===== src/shared/rfse_params.svh =====
// constants of the ramped FSK sweep engine and its host controller
// What this block does
// - ramped FSK steps through intermediate tones
// - host programs step word as positive
// - low tone first, high second not enforced; host flags FTW1 MSB above FTW2 MSB in pin status bit 4
// - host pulses sweep clear low-high-low first
// - 20-bit rate down-counter pulses at zero
// - FSK pin level change starts rate counter
// - pulse interval is (count+1) times two clocks
// - host rate count from 1 to 2^20-1
// - counter stops at destination; tone holds
// - tick adds step going up, subtracts it going down; offset feeds phase accumulator
// - early pin toggle reverses ramp at once
// - triangle bit sweeps both ways, ignores pin
// - triangle sweep starts at tone pin selects, heads to the other
// - step and rate accepted mid-ramp
// - sweep clear one-clock pulse restarts from start
// - sweep clear held repulses every update edge
// - sweep clear restarts even when settled
// - all clear holds both accumulators at zero
// - ramped FSK stays between the two tones
// - three mode bits, 010 ramped, 011 chirp
// - buffers reach core only on update edge
`ifndef RFSE_PARAMS_SVH
`define RFSE_PARAMS_SVH
`define RFSE_A_FTW1 6'h04
`define RFSE_A_FTW2 6'h0A
`define RFSE_A_DFW 6'h10
`define RFSE_A_UPD 6'h16
`define RFSE_A_RATE 6'h1A
`define RFSE_A_CTRL 6'h1F
`define RFSE_MODE_LSB 0
`define RFSE_MODE_RAMP 3'h2
`define RFSE_MODE_CHIRP 3'h3
`define RFSE_B_TRI 3
`define RFSE_B_CLR1 4
`define RFSE_B_CLR2 5
`define RFSE_B_INTUPD 6
`define RFSE_CTRL_RST 8'h40
`define RFSE_UPD_RST 32'h0000_00FF
`define RFSE_H_CMD 8'h00
`define RFSE_H_PINS 8'h04
`define RFSE_CLK_NS 100
`endif


===== src/shared/rfse_pkg.sv =====
// types shared by the sweep engine and its host controller
package rfse_pkg;
   typedef enum logic [1:0] {RFSE_H_IDLE = 2'b01, RFSE_H_SEQ = 2'b10} rfse_hstate_e;
   typedef struct packed {
      logic [47:0] buf_ftw1;
      logic [47:0] buf_ftw2;
      logic [47:0] buf_dfw;
      logic [31:0] buf_upd;
      logic [19:0] buf_rate;
      logic [7:0] buf_ctrl;
      logic [47:0] act_ftw1;
      logic [47:0] act_ftw2;
      logic [47:0] act_dfw;
      logic [31:0] act_upd;
      logic [19:0] act_rate;
      logic [7:0] act_ctrl;
      logic fsk_m;
      logic fsk_s;
      logic fsk_q;
      logic upd_m;
      logic upd_s;
      logic upd_q;
      logic [31:0] upd_cnt;
      logic half;
      logic [19:0] rate_cnt;
      logic running;
      logic tri_dir;
      logic tri_q;
      logic [47:0] pos;
      logic [47:0] phase;
      logic [47:0] freq;
      logic tick;
   } rfse_dev_s;
   typedef struct packed {
      rfse_hstate_e state;
      logic [3:0] step;
      logic fsk;
      logic upd;
      logic wr_en;
      logic [5:0] wr_addr;
      logic [7:0] wr_data;
      logic [7:0] ctrl_sh;
      logic [11:0] rate_hi;
      logic [7:0] f1_msb;
      logic [7:0] f2_msb;
      logic [31:0] prdata;
      logic err;
   } rfse_host_s;
endpackage : rfse_pkg


===== src/shared/rfse_link_if.sv =====
// byte programming port, FSK pin and update pin between host and engine
`timescale 1ns/1ns
`default_nettype none
interface rfse_link_if;
   logic wr_en;
   logic [5:0] wr_addr;
   logic [7:0] wr_data;
   logic fsk;
   logic io_update;
   modport dev (input wr_en, input wr_addr, input wr_data, input fsk, input io_update);
   modport host (output wr_en, output wr_addr, output wr_data, output fsk, output io_update);
endinterface : rfse_link_if
`default_nettype wire


===== src/rfse_device.sv =====
// ramped FSK sweep engine: buffer registers, update logic, ramp and phase accumulator
//
// Register access over APB was chosen for this implementation.
`timescale 1ns/1ns
`default_nettype none
`include "rfse_params.svh"
module rfse_device (
   input wire logic i_clk,
   input wire logic i_rst,
   rfse_link_if.dev link,
   output logic [47:0] o_freq_word,
   output logic [47:0] o_phase,
   output logic o_ramp_tick,
   output logic o_running
);
   import rfse_pkg::*;

   localparam rfse_dev_s DEV_RST = '{
      buf_ctrl: `RFSE_CTRL_RST,
      act_ctrl: `RFSE_CTRL_RST,
      buf_upd: `RFSE_UPD_RST,
      act_upd: `RFSE_UPD_RST,
      upd_cnt: `RFSE_UPD_RST,
      default: '0
   };

   rfse_dev_s s_reg;
   rfse_dev_s s_next;

   // bytes arrive most significant first, lowest address holds the top byte
   function automatic logic [47:0] put48(
      input logic [47:0] v,
      input logic [5:0] base,
      input logic [5:0] a,
      input logic [7:0] d
   );
      logic [47:0] r;
      logic [5:0] k;
      r = v;
      k = 6'(base + 6'h05 - a);
      r[{k[2:0], 3'h0} +: 8] = d;
      return r;
   endfunction : put48

   function automatic logic in_rng(
      input logic [5:0] a,
      input logic [5:0] base,
      input logic [5:0] last
   );
      return (a >= base) && (a <= 6'(base + last));
   endfunction : in_rng

   always_comb
   begin
      logic upd_evt;
      logic clr1_evt;
      logic clr2;
      logic ramp;
      logic tri_on;
      logic dir;
      logic [47:0] span;
      logic [47:0] target;
      logic [48:0] sum;
      logic [5:0] a;
      logic [5:0] k;
      upd_evt = 1'b0;
      clr1_evt = 1'b0;
      clr2 = 1'b0;
      ramp = 1'b0;
      tri_on = 1'b0;
      dir = 1'b0;
      span = '0;
      target = '0;
      sum = '0;
      a = link.wr_addr;
      k = '0;
      s_next = s_reg;
      s_next.tick = 1'b0;

      // pins come from the far party, so two stages before use
      s_next.fsk_m = link.fsk;
      s_next.fsk_s = s_reg.fsk_m;
      s_next.fsk_q = s_reg.fsk_s;
      s_next.upd_m = link.io_update;
      s_next.upd_s = s_reg.upd_m;
      s_next.upd_q = s_reg.upd_s;

      // byte writes land in buffer registers only
      if (link.wr_en)
      begin
         if (in_rng(a, `RFSE_A_FTW1, 6'h05))
         begin
            s_next.buf_ftw1 = put48(s_reg.buf_ftw1, `RFSE_A_FTW1, a, link.wr_data);
         end
         if (in_rng(a, `RFSE_A_FTW2, 6'h05))
         begin
            s_next.buf_ftw2 = put48(s_reg.buf_ftw2, `RFSE_A_FTW2, a, link.wr_data);
         end
         if (in_rng(a, `RFSE_A_DFW, 6'h05))
         begin
            s_next.buf_dfw = put48(s_reg.buf_dfw, `RFSE_A_DFW, a, link.wr_data);
         end
         if (in_rng(a, `RFSE_A_UPD, 6'h03))
         begin
            k = 6'(`RFSE_A_UPD + 6'h03 - a);
            s_next.buf_upd[{k[1:0], 3'h0} +: 8] = link.wr_data;
         end
         if (a == `RFSE_A_RATE)
         begin
            s_next.buf_rate[19:16] = link.wr_data[3:0];
         end
         if (a == 6'(`RFSE_A_RATE + 6'h01))
         begin
            s_next.buf_rate[15:8] = link.wr_data;
         end
         if (a == 6'(`RFSE_A_RATE + 6'h02))
         begin
            s_next.buf_rate[7:0] = link.wr_data;
         end
         if (a == `RFSE_A_CTRL)
         begin
            s_next.buf_ctrl = link.wr_data;
         end
      end

      // update source: internal down-counter or synchronised pin edge
      if (s_reg.act_ctrl[`RFSE_B_INTUPD])
      begin
         upd_evt = (s_reg.upd_cnt == 32'h0000_0000);
         s_next.upd_cnt = upd_evt ? s_reg.buf_upd : s_reg.upd_cnt - 32'h0000_0001;
      end
      else
      begin
         upd_evt = s_reg.upd_s & ~s_reg.upd_q;
         s_next.upd_cnt = s_reg.buf_upd;
      end
      if (upd_evt)
      begin
         s_next.act_ftw1 = s_reg.buf_ftw1;
         s_next.act_ftw2 = s_reg.buf_ftw2;
         s_next.act_dfw = s_reg.buf_dfw;
         s_next.act_rate = s_reg.buf_rate;
         s_next.act_upd = s_reg.buf_upd;
         s_next.act_ctrl = s_reg.buf_ctrl;
         // a held clear bit fires again on every update edge
         clr1_evt = s_reg.buf_ctrl[`RFSE_B_CLR1];
      end

      clr2 = s_reg.act_ctrl[`RFSE_B_CLR2];
      ramp = (s_reg.act_ctrl[`RFSE_MODE_LSB +: 3] == `RFSE_MODE_RAMP);
      tri_on = ramp & s_reg.act_ctrl[`RFSE_B_TRI];
      s_next.tri_q = tri_on;
      span = s_reg.act_ftw2 - s_reg.act_ftw1;
      dir = tri_on ? s_reg.tri_dir : s_reg.fsk_s;
      target = dir ? span : 48'h0000_0000_0000;

      if (!ramp || clr2)
      begin
         // chirp and the other modes are not swept by this engine
         s_next.pos = '0;
         s_next.running = 1'b0;
         s_next.half = 1'b0;
      end
      else
      begin
         if (tri_on && !s_reg.tri_q)
         begin
            s_next.pos = s_reg.fsk_s ? span : 48'h0000_0000_0000;
            s_next.tri_dir = ~s_reg.fsk_s;
            s_next.running = 1'b1;
            s_next.half = 1'b0;
            s_next.rate_cnt = s_reg.act_rate;
         end
         else if (clr1_evt)
         begin
            // back to where this ramp started, keep direction and rate
            s_next.pos = dir ? 48'h0000_0000_0000 : span;
            s_next.running = 1'b1;
            s_next.half = 1'b0;
            s_next.rate_cnt = s_reg.act_rate;
         end
         else if (!tri_on && (s_reg.fsk_s != s_reg.fsk_q))
         begin
            // a toggle mid-ramp just turns the target round
            s_next.running = 1'b1;
            s_next.half = 1'b0;
            s_next.rate_cnt = s_reg.act_rate;
         end
         else if (s_reg.running)
         begin
            s_next.half = ~s_reg.half;
            if (s_reg.half)
            begin
               if (s_reg.rate_cnt == 20'h0_0000)
               begin
                  s_next.tick = 1'b1;
                  s_next.rate_cnt = s_reg.act_rate;
               end
               else
               begin
                  s_next.rate_cnt = s_reg.rate_cnt - 20'h0_0001;
               end
            end
            if (s_reg.half && (s_reg.rate_cnt == 20'h0_0000))
            begin
               if (dir)
               begin
                  sum = {1'b0, s_reg.pos} + {1'b0, s_reg.act_dfw};
                  s_next.pos = (sum >= {1'b0, span}) ? span : sum[47:0];
               end
               else
               begin
                  s_next.pos = (s_reg.pos <= s_reg.act_dfw) ? 48'h0000_0000_0000 :
                     s_reg.pos - s_reg.act_dfw;
               end
               if (s_next.pos == target)
               begin
                  if (tri_on)
                  begin
                     s_next.tri_dir = ~s_reg.tri_dir;
                  end
                  else
                  begin
                     s_next.running = 1'b0;
                  end
               end
            end
         end
      end

      if (clr2)
      begin
         s_next.freq = '0;
         s_next.phase = '0;
      end
      else
      begin
         s_next.freq = ramp ? s_reg.act_ftw1 + s_next.pos : s_reg.act_ftw1;
         s_next.phase = s_reg.phase + s_reg.freq;
      end
   end

   always_ff @(posedge i_clk or posedge i_rst)
   begin
      if (i_rst)
      begin
         s_reg <= DEV_RST;
      end
      else
      begin
         s_reg <= s_next;
      end
   end

   assign o_freq_word = s_reg.freq;
   assign o_phase = s_reg.phase;
   assign o_ramp_tick = s_reg.tick;
   assign o_running = s_reg.running;
endmodule : rfse_device
`default_nettype wire


===== src/flat_wrapper.sv =====
// flat-port wrapper written by rule: the top's interface ports become plain ports
module rfse_device_flat import rfse_pkg::*;
  (i_clk, i_rst, o_freq_word, o_phase, o_ramp_tick, o_running, link_wr_en, link_wr_addr, link_wr_data, link_fsk, link_io_update);
  rfse_link_if link_i ();
  input wire logic i_clk;
  input wire logic i_rst;
  output logic [47:0] o_freq_word;
  output logic [47:0] o_phase;
  output logic o_ramp_tick;
  output logic o_running;
  input wire logic [$bits(link_i.wr_en)-1:0] link_wr_en;
  input wire logic [$bits(link_i.wr_addr)-1:0] link_wr_addr;
  input wire logic [$bits(link_i.wr_data)-1:0] link_wr_data;
  input wire logic [$bits(link_i.fsk)-1:0] link_fsk;
  input wire logic [$bits(link_i.io_update)-1:0] link_io_update;
  assign link_i.wr_en = link_wr_en;
  assign link_i.wr_addr = link_wr_addr;
  assign link_i.wr_data = link_wr_data;
  assign link_i.fsk = link_fsk;
  assign link_i.io_update = link_io_update;
  rfse_device u_core (.i_clk(i_clk), .i_rst(i_rst), .link(link_i), .o_freq_word(o_freq_word), .o_phase(o_phase), .o_ramp_tick(o_ramp_tick), .o_running(o_running));
endmodule

===== config.mk =====
export PLATFORM = sky130hd
export DESIGN_NAME = rfse_device_flat
export DESIGN_NICKNAME = d
export VERILOG_FILES = /design/src/shared/rfse_pkg.sv /design/src/shared/rfse_link_if.sv /design/src/rfse_device.sv /design/src/flat_wrapper.sv
export VERILOG_INCLUDE_DIRS = /design/src /design/src/shared
export SDC_FILE = /design/constraint.sdc
export NUM_CORES = 2
export LEC_CHECK = 0
export BUFFER_PORTS_ARGS = -buffer_cell sky130_fd_sc_hd__buf_2
export CAP_MARGIN = 5
export CORE_MARGIN = 3
export CORE_UTILIZATION = 69
export DETAILED_ROUTE_END_ITERATION = 7
export PLACE_DENSITY = 0.94
export SYNTH_ARGS = -nofsm -noshare
export SYNTH_HDL_FRONTEND = slang
export SYNTH_SLANG_ARGS = --single-unit

===== constraint.sdc =====
create_clock -name i_clk -period 50.3 [get_ports i_clk]
set_clock_uncertainty 0.15 [all_clocks]
set_input_delay 7.545 -clock i_clk [delete_from_list [all_inputs] [get_ports i_clk]]
set_output_delay 7.545 -clock i_clk [all_outputs]
set_load 0.1 [all_outputs]

Word level (Yosys, flattened, before mapping) --
Index checks and enable logic that the tools add are counted.
Word-level totals: bits in registers 581, bits of input ports 19
Operators by class: multiplexer cells 50, equal/unequal tests 9, add/sub/neg operators 15, bitwise logic cells 7, shifts and indexed selects 8, reduce and logical (&&, ||, !) cells 30, order comparisons 10
Operators with widths (number):
- 2-to-1 mux 48 bit | 19
- bitwise mux 48 bit | 3
- variable shift 8 x 8 -> 48 bit (first input constant) | 3
- indexed part select 8 x 8 -> 48 bit | 3
- adder 48 bit | 2
- 2-to-1 mux 96 bit | 1
- subtractor 48 bit | 2
- 2-to-1 mux 32 bit | 2
- adder 48 x 48 -> 49 bit | 1
- >= comparator 49 x 48 -> 1 bit | 1
- equality test 48 bit | 1
- <= comparator 48 bit | 1
- 2-to-1 mux 23 bit | 2
- 2-to-1 mux 22 bit | 2
- 2-to-1 mux 20 bit | 2
- bitwise mux 32 bit | 1
- zero test 32 bit | 1
- variable shift 8 x 7 -> 32 bit (first input constant) | 1
- indexed part select 8 x 7 -> 32 bit | 1
- subtractor 32 x 1 -> 32 bit (second input constant) | 1
- equality test 6 x 5 -> 1 bit (second input constant) | 4
- negator 6 -> 8 bit | 3
- zero test 20 bit | 1
- subtractor 20 x 1 -> 20 bit (second input constant) | 1
- 26 further kinds | 70

Depth between registers and ports, before layout --
word-level depth 19, gate-level depth with buffers 45, gate-level depth less buffers 44

Least setup slack after synthesis --
OpenSTA, ideal clock, no wires.
path kind input-to-reg, from input link_wr_addr[1], to register u_core.s_reg[503] in the netlist's numbering, setup time 0.125 ns, setup slack 40.390 ns, required time 50.025 ns, cell stages on the path 7, arrival time 9.636 ns, cell sequence inv_1 ha_1 ha_1 nand2_1 nor3_1 nor3b_1 mux2_2
On the way: longest elaborated chain between the ends 4
RTL lines:
- start: declaration | RTL line flat_wrapper.sv:12 | input wire logic [$bits(link_i.wr_addr)-1:0] link_wr_addr;
- subtractor 3 bit | RTL line rfse_device.sv:40 | k = 6'(base + 6'h05 - a);
- negator 6 -> 8 bit | RTL line rfse_device.sv:41 | r[{k[2:0], 3'h0} +: 8] = d;
- indexed part select 8 x 8 -> 48 bit / variable shift 8 x 8 -> 48 bit (equally long branches) | RTL line rfse_device.sv:41
- bitwise mux 48 bit | RTL line rfse_device.sv:41
- end signal: assignment | RTL line rfse_device.sv:251 | s_reg <= s_next;
- end: declaration | RTL line rfse_device.sv:27 | rfse_dev_s s_reg;
Parallel ways exist; a longest one is shown, timed or not. A chain may end at the register's enable or synchronous reset.

==> results.yml <==
detailed_routing:
  antenna_left: 0
  wire_per_inst_um: 29.65
  drt_pass1_iterations: 7
  wl_um: 161800
  viasPerCell: 7.337
  first_iter_violations: 6390
  drt_drc_violations_left: 0
  route.vias.total: 40030
global_route:
  grt_max_degree: 186
  grt_pass1_vias: 38740
  antenna_found_initial: 9
  grt_pass1_wl_um: 240100
  overflow: 0
  grt_util_all_layers: 0.5047
clocking:
  cts.sinks: 580
  cts_buffers: 58
  htreeDepth: 2
  clk_pin_slew_worst_paths_ns: 0.07
  cts-resized-gates: 0
  hold_buffers: 0
  cts_root_buffer: "clkbuf_16"
  clockBufferDepth: 3
  cts_tree: "built"
  worstSkewPairLatency_ns: 0.68
  postCtsSetupRepairBufs: 0
cells_and_area:
  fill_cells: 3929
  stdcell_count: 5456
  final_nets: 4968
  multi_input_area_um2: 23750
  largest_reg_flops: 478
  seq_area_um2: 14540
  areaGrowthSynthToFinish_pct: 5.903
  final_layout_size_suffix_gt1_frac: 0.1143
sta:
  post-route-period-util: 0.2397
  tightest_slew_ns: 1.332
  hold_slack_ns: 0.2114
  finalHoldViolCount: 0
  grt_setup_unrepaired: "no"
  slew_violations: 0
  period_needed_ns: 12.06
  fmax_mhz: 82.93
  timing.slew.headroom: 0.1101
  finalSetupViolations: 0
  setup_tns_ns: 0
floorplan:
  ioPinCount: 117
  die_w_um: 249.0
  floorplan.initialDensity: 0.7021
  fp.dieH_um: 249.0
  rows: 88
  die_area_um2: 61990
  coreArea_um2: 58030
setup_path:
  crit_path_end: "u_core.o_freq_word[47]"
  cpPeakStageDelay_ns: 0.93
  crit_required_ns: 50.72
  crit_type: "reg -> reg"
  cp-start-kind: "flip-flop"
  cpMostUsedCell: "a211oi_1"
  cp_max_fo: 26
  ff2ff_path_depth: 39
  cp-end-kind: "flip-flop"
  critPathArrivalTime_ns: 12.48
  critPathSlowestCell: "a311oi_1"
  rr_endpoint: "u_core.o_freq_word[47]"
  startpoint: "u_core.s_reg[98]"
  r2r-start: "u_core.s_reg[98]"
  rrSetupSlack_ns: 38.24
synth:
  synth_top_area_share: 0.3452
  async_flop_share: 1.000
  ys_seq_area_frac: 0.3568
  yosysUniqueCellTypes: 99
  ys.flop_type: "dfrtp_1"
  yosys.area.top_type: "dfrtp_1"
  syn_area_per_cell_um2: 8.593
  synth_edf_count: 0
  syn-num-nets: 5066
  syn_inst: 4741
  synth_area_um2: 40740
  synthTopCellsByArea: "dfrtp_1, ha_1, mux2_2"
  yosys_warnings: 0
  ys_ff_latch: 580
pwr:
  p_leak_uw: 0.02080
  peakVddDrop_uv: 86.67
  powerDensity_nw_per_um2: 77.12
run_status:
  outcome: "complete, no violations"
placed_design:
  dpl.cell_count: 5348
  gp_congestion: 1.099
  dp.final_hpwl_um: 113800
  numPortBuffers: 116
flow_run:
  cap_violations: 0
worst_hold_path:
  hold_class: "reg -> reg"
[area by class of cell]
type                    count  share of cell area
flip-flops and latches    580              0.3370
diodes                      1          0.00005800
clock buffers              82             0.03851
clock inverters            25            0.008265
inverters                 248             0.02175
well taps                 765             0.02219
repair buffers            160             0.02163
multi-input cells        3595              0.5506
[cells by family (layout without fill, tap and decap cells)]
| logic type | after synthesis | in the layout | synth area share |
|---|---|---|---|
| AOI/OAI and AO/OA | 1367 | 1367 | 0.2086 |
| xor gates and xnor gates | 240 | 240 | 0.05283 |
| adders and majority gates | 306 | 306 | 0.09490 |
| buffers and inverters | 566 | 515 | 0.06152 |
| DFF | 580 | 580 | 0.3568 |
| muxes | 208 | 208 | 0.05716 |
| other | 0 | 1 | 0 |
| and+or+nand+nor | 1474 | 1474 | 0.1682 |
[metrics by stage]
step / power (uW) / utilization / setup slack, ns / area (um2)
global placement: 2673 / 0.7085 / 39.07 / 41110
floorplan: 2010 / - / 26.41 / 40740
CTS: 3194 / 0.7434 / 38.76 / 43140
detailed placement: 2703 / 0.7086 / 38.86 / 41120
global route: 3410 / 0.7435 / 37.65 / 43140
finish: 3327 / 0.7435 / 38.24 / 43140
[layout by cell type, fill, tap and decap left out, drive strengths merged, types with 12 or more instances in the layout]
master / synthesis / final
clkbuf: 186 / 82
nor3: 91 / 91
o21a: 38 / 38
a2111oi: 18 / 18
dfstp: 18 / 18
a31oi: 37 / 37
a21oi: 414 / 414
o31ai: 53 / 53
nor2b: 41 / 41
dfrtp: 562 / 562
xor2: 73 / 73
o211ai: 41 / 41
mux2: 197 / 197
nand2b: 53 / 53
nand2: 545 / 545
o22ai: 26 / 26
inv: 245 / 247
nor4: 35 / 35
ha: 301 / 301
o21ai: 383 / 383
o31a: 12 / 12
a211o: 13 / 13
and2: 31 / 31
clkinv: 3 / 18
buf: 132 / 160
or2: 33 / 33
nand4: 53 / 53
a21o: 99 / 99
or3: 40 / 40
nor2: 366 / 366
o221ai: 19 / 19
a221oi: 12 / 12
xnor2: 164 / 164
nand3: 102 / 102
or4: 15 / 15
and3: 26 / 26
o21bai: 40 / 40
a211oi: 47 / 47
[synth_stat cells (all sizes together), types with 91 or more instances]
| cell type | number |
|---|---|
| xnor2 | 164 |
| dfrtp | 562 |
| o21ai | 383 |
| buf | 132 |
| a21oi | 414 |
| nor2 | 366 |
| ha | 301 |
| inv | 245 |
| nor3 | 91 |
| clkbuf | 186 |
| nand2 | 545 |
| mux2 | 197 |
| nand3 | 102 |
| a21o | 99 |
[report_power, final]
group	internal (uW)	switching, uW	total (uW)
clock network	263	209	472
logic	662	1540	2200
registers	559	93.4	653
[routing by layer]
layer / wire length [um] / global-route usage / vias up / part of all wire
met1: 56020 / 0.6204 / 18850 / 0.35
met4: 14630 / 0.3482 / 8 / 0.090
li1: - / - / 16560 / -
met3: 23220 / 0.1734 / 1039 / 0.14
met2: 67830 / 0.7494 / 3576 / 0.42
met5: 50 / 0 / - / 0.00031
[critical path: cells and delay by family, from the launching register on]
kind | cells | cell delay, ns
adders and majority gates | 3 | 1.13
and+or+nand+nor | 7 | 1.75
muxes | 1 | 0.33
xor gates and xnor gates | 1 | 0.18
DFF | 1 | 0.47
buffers and inverters | 1 | 0.10
AOI/OAI and AO/OA | 26 | 7.82
[how the worst min path moves through the flow]
stage,from,to,slack (ns),cells after the start
2_1_floorplan,u_core.s_next[202],u_core.s_next[201],0.18,0
3_3_place_gp,u_core.s_next[202],u_core.s_next[201],0.18,0
3_5_place_dp,u_core.s_next[202],u_core.s_next[201],0.20,0
4_1_cts,u_core.s_next[202],u_core.s_next[201],0.21,0
5_1_grt,u_core.s_next[202],u_core.s_next[201],0.21,0
6_report,u_core.s_next[202],u_core.s_next[201],0.21,0
Note: power is estimated with default switching activity, not from simulation.
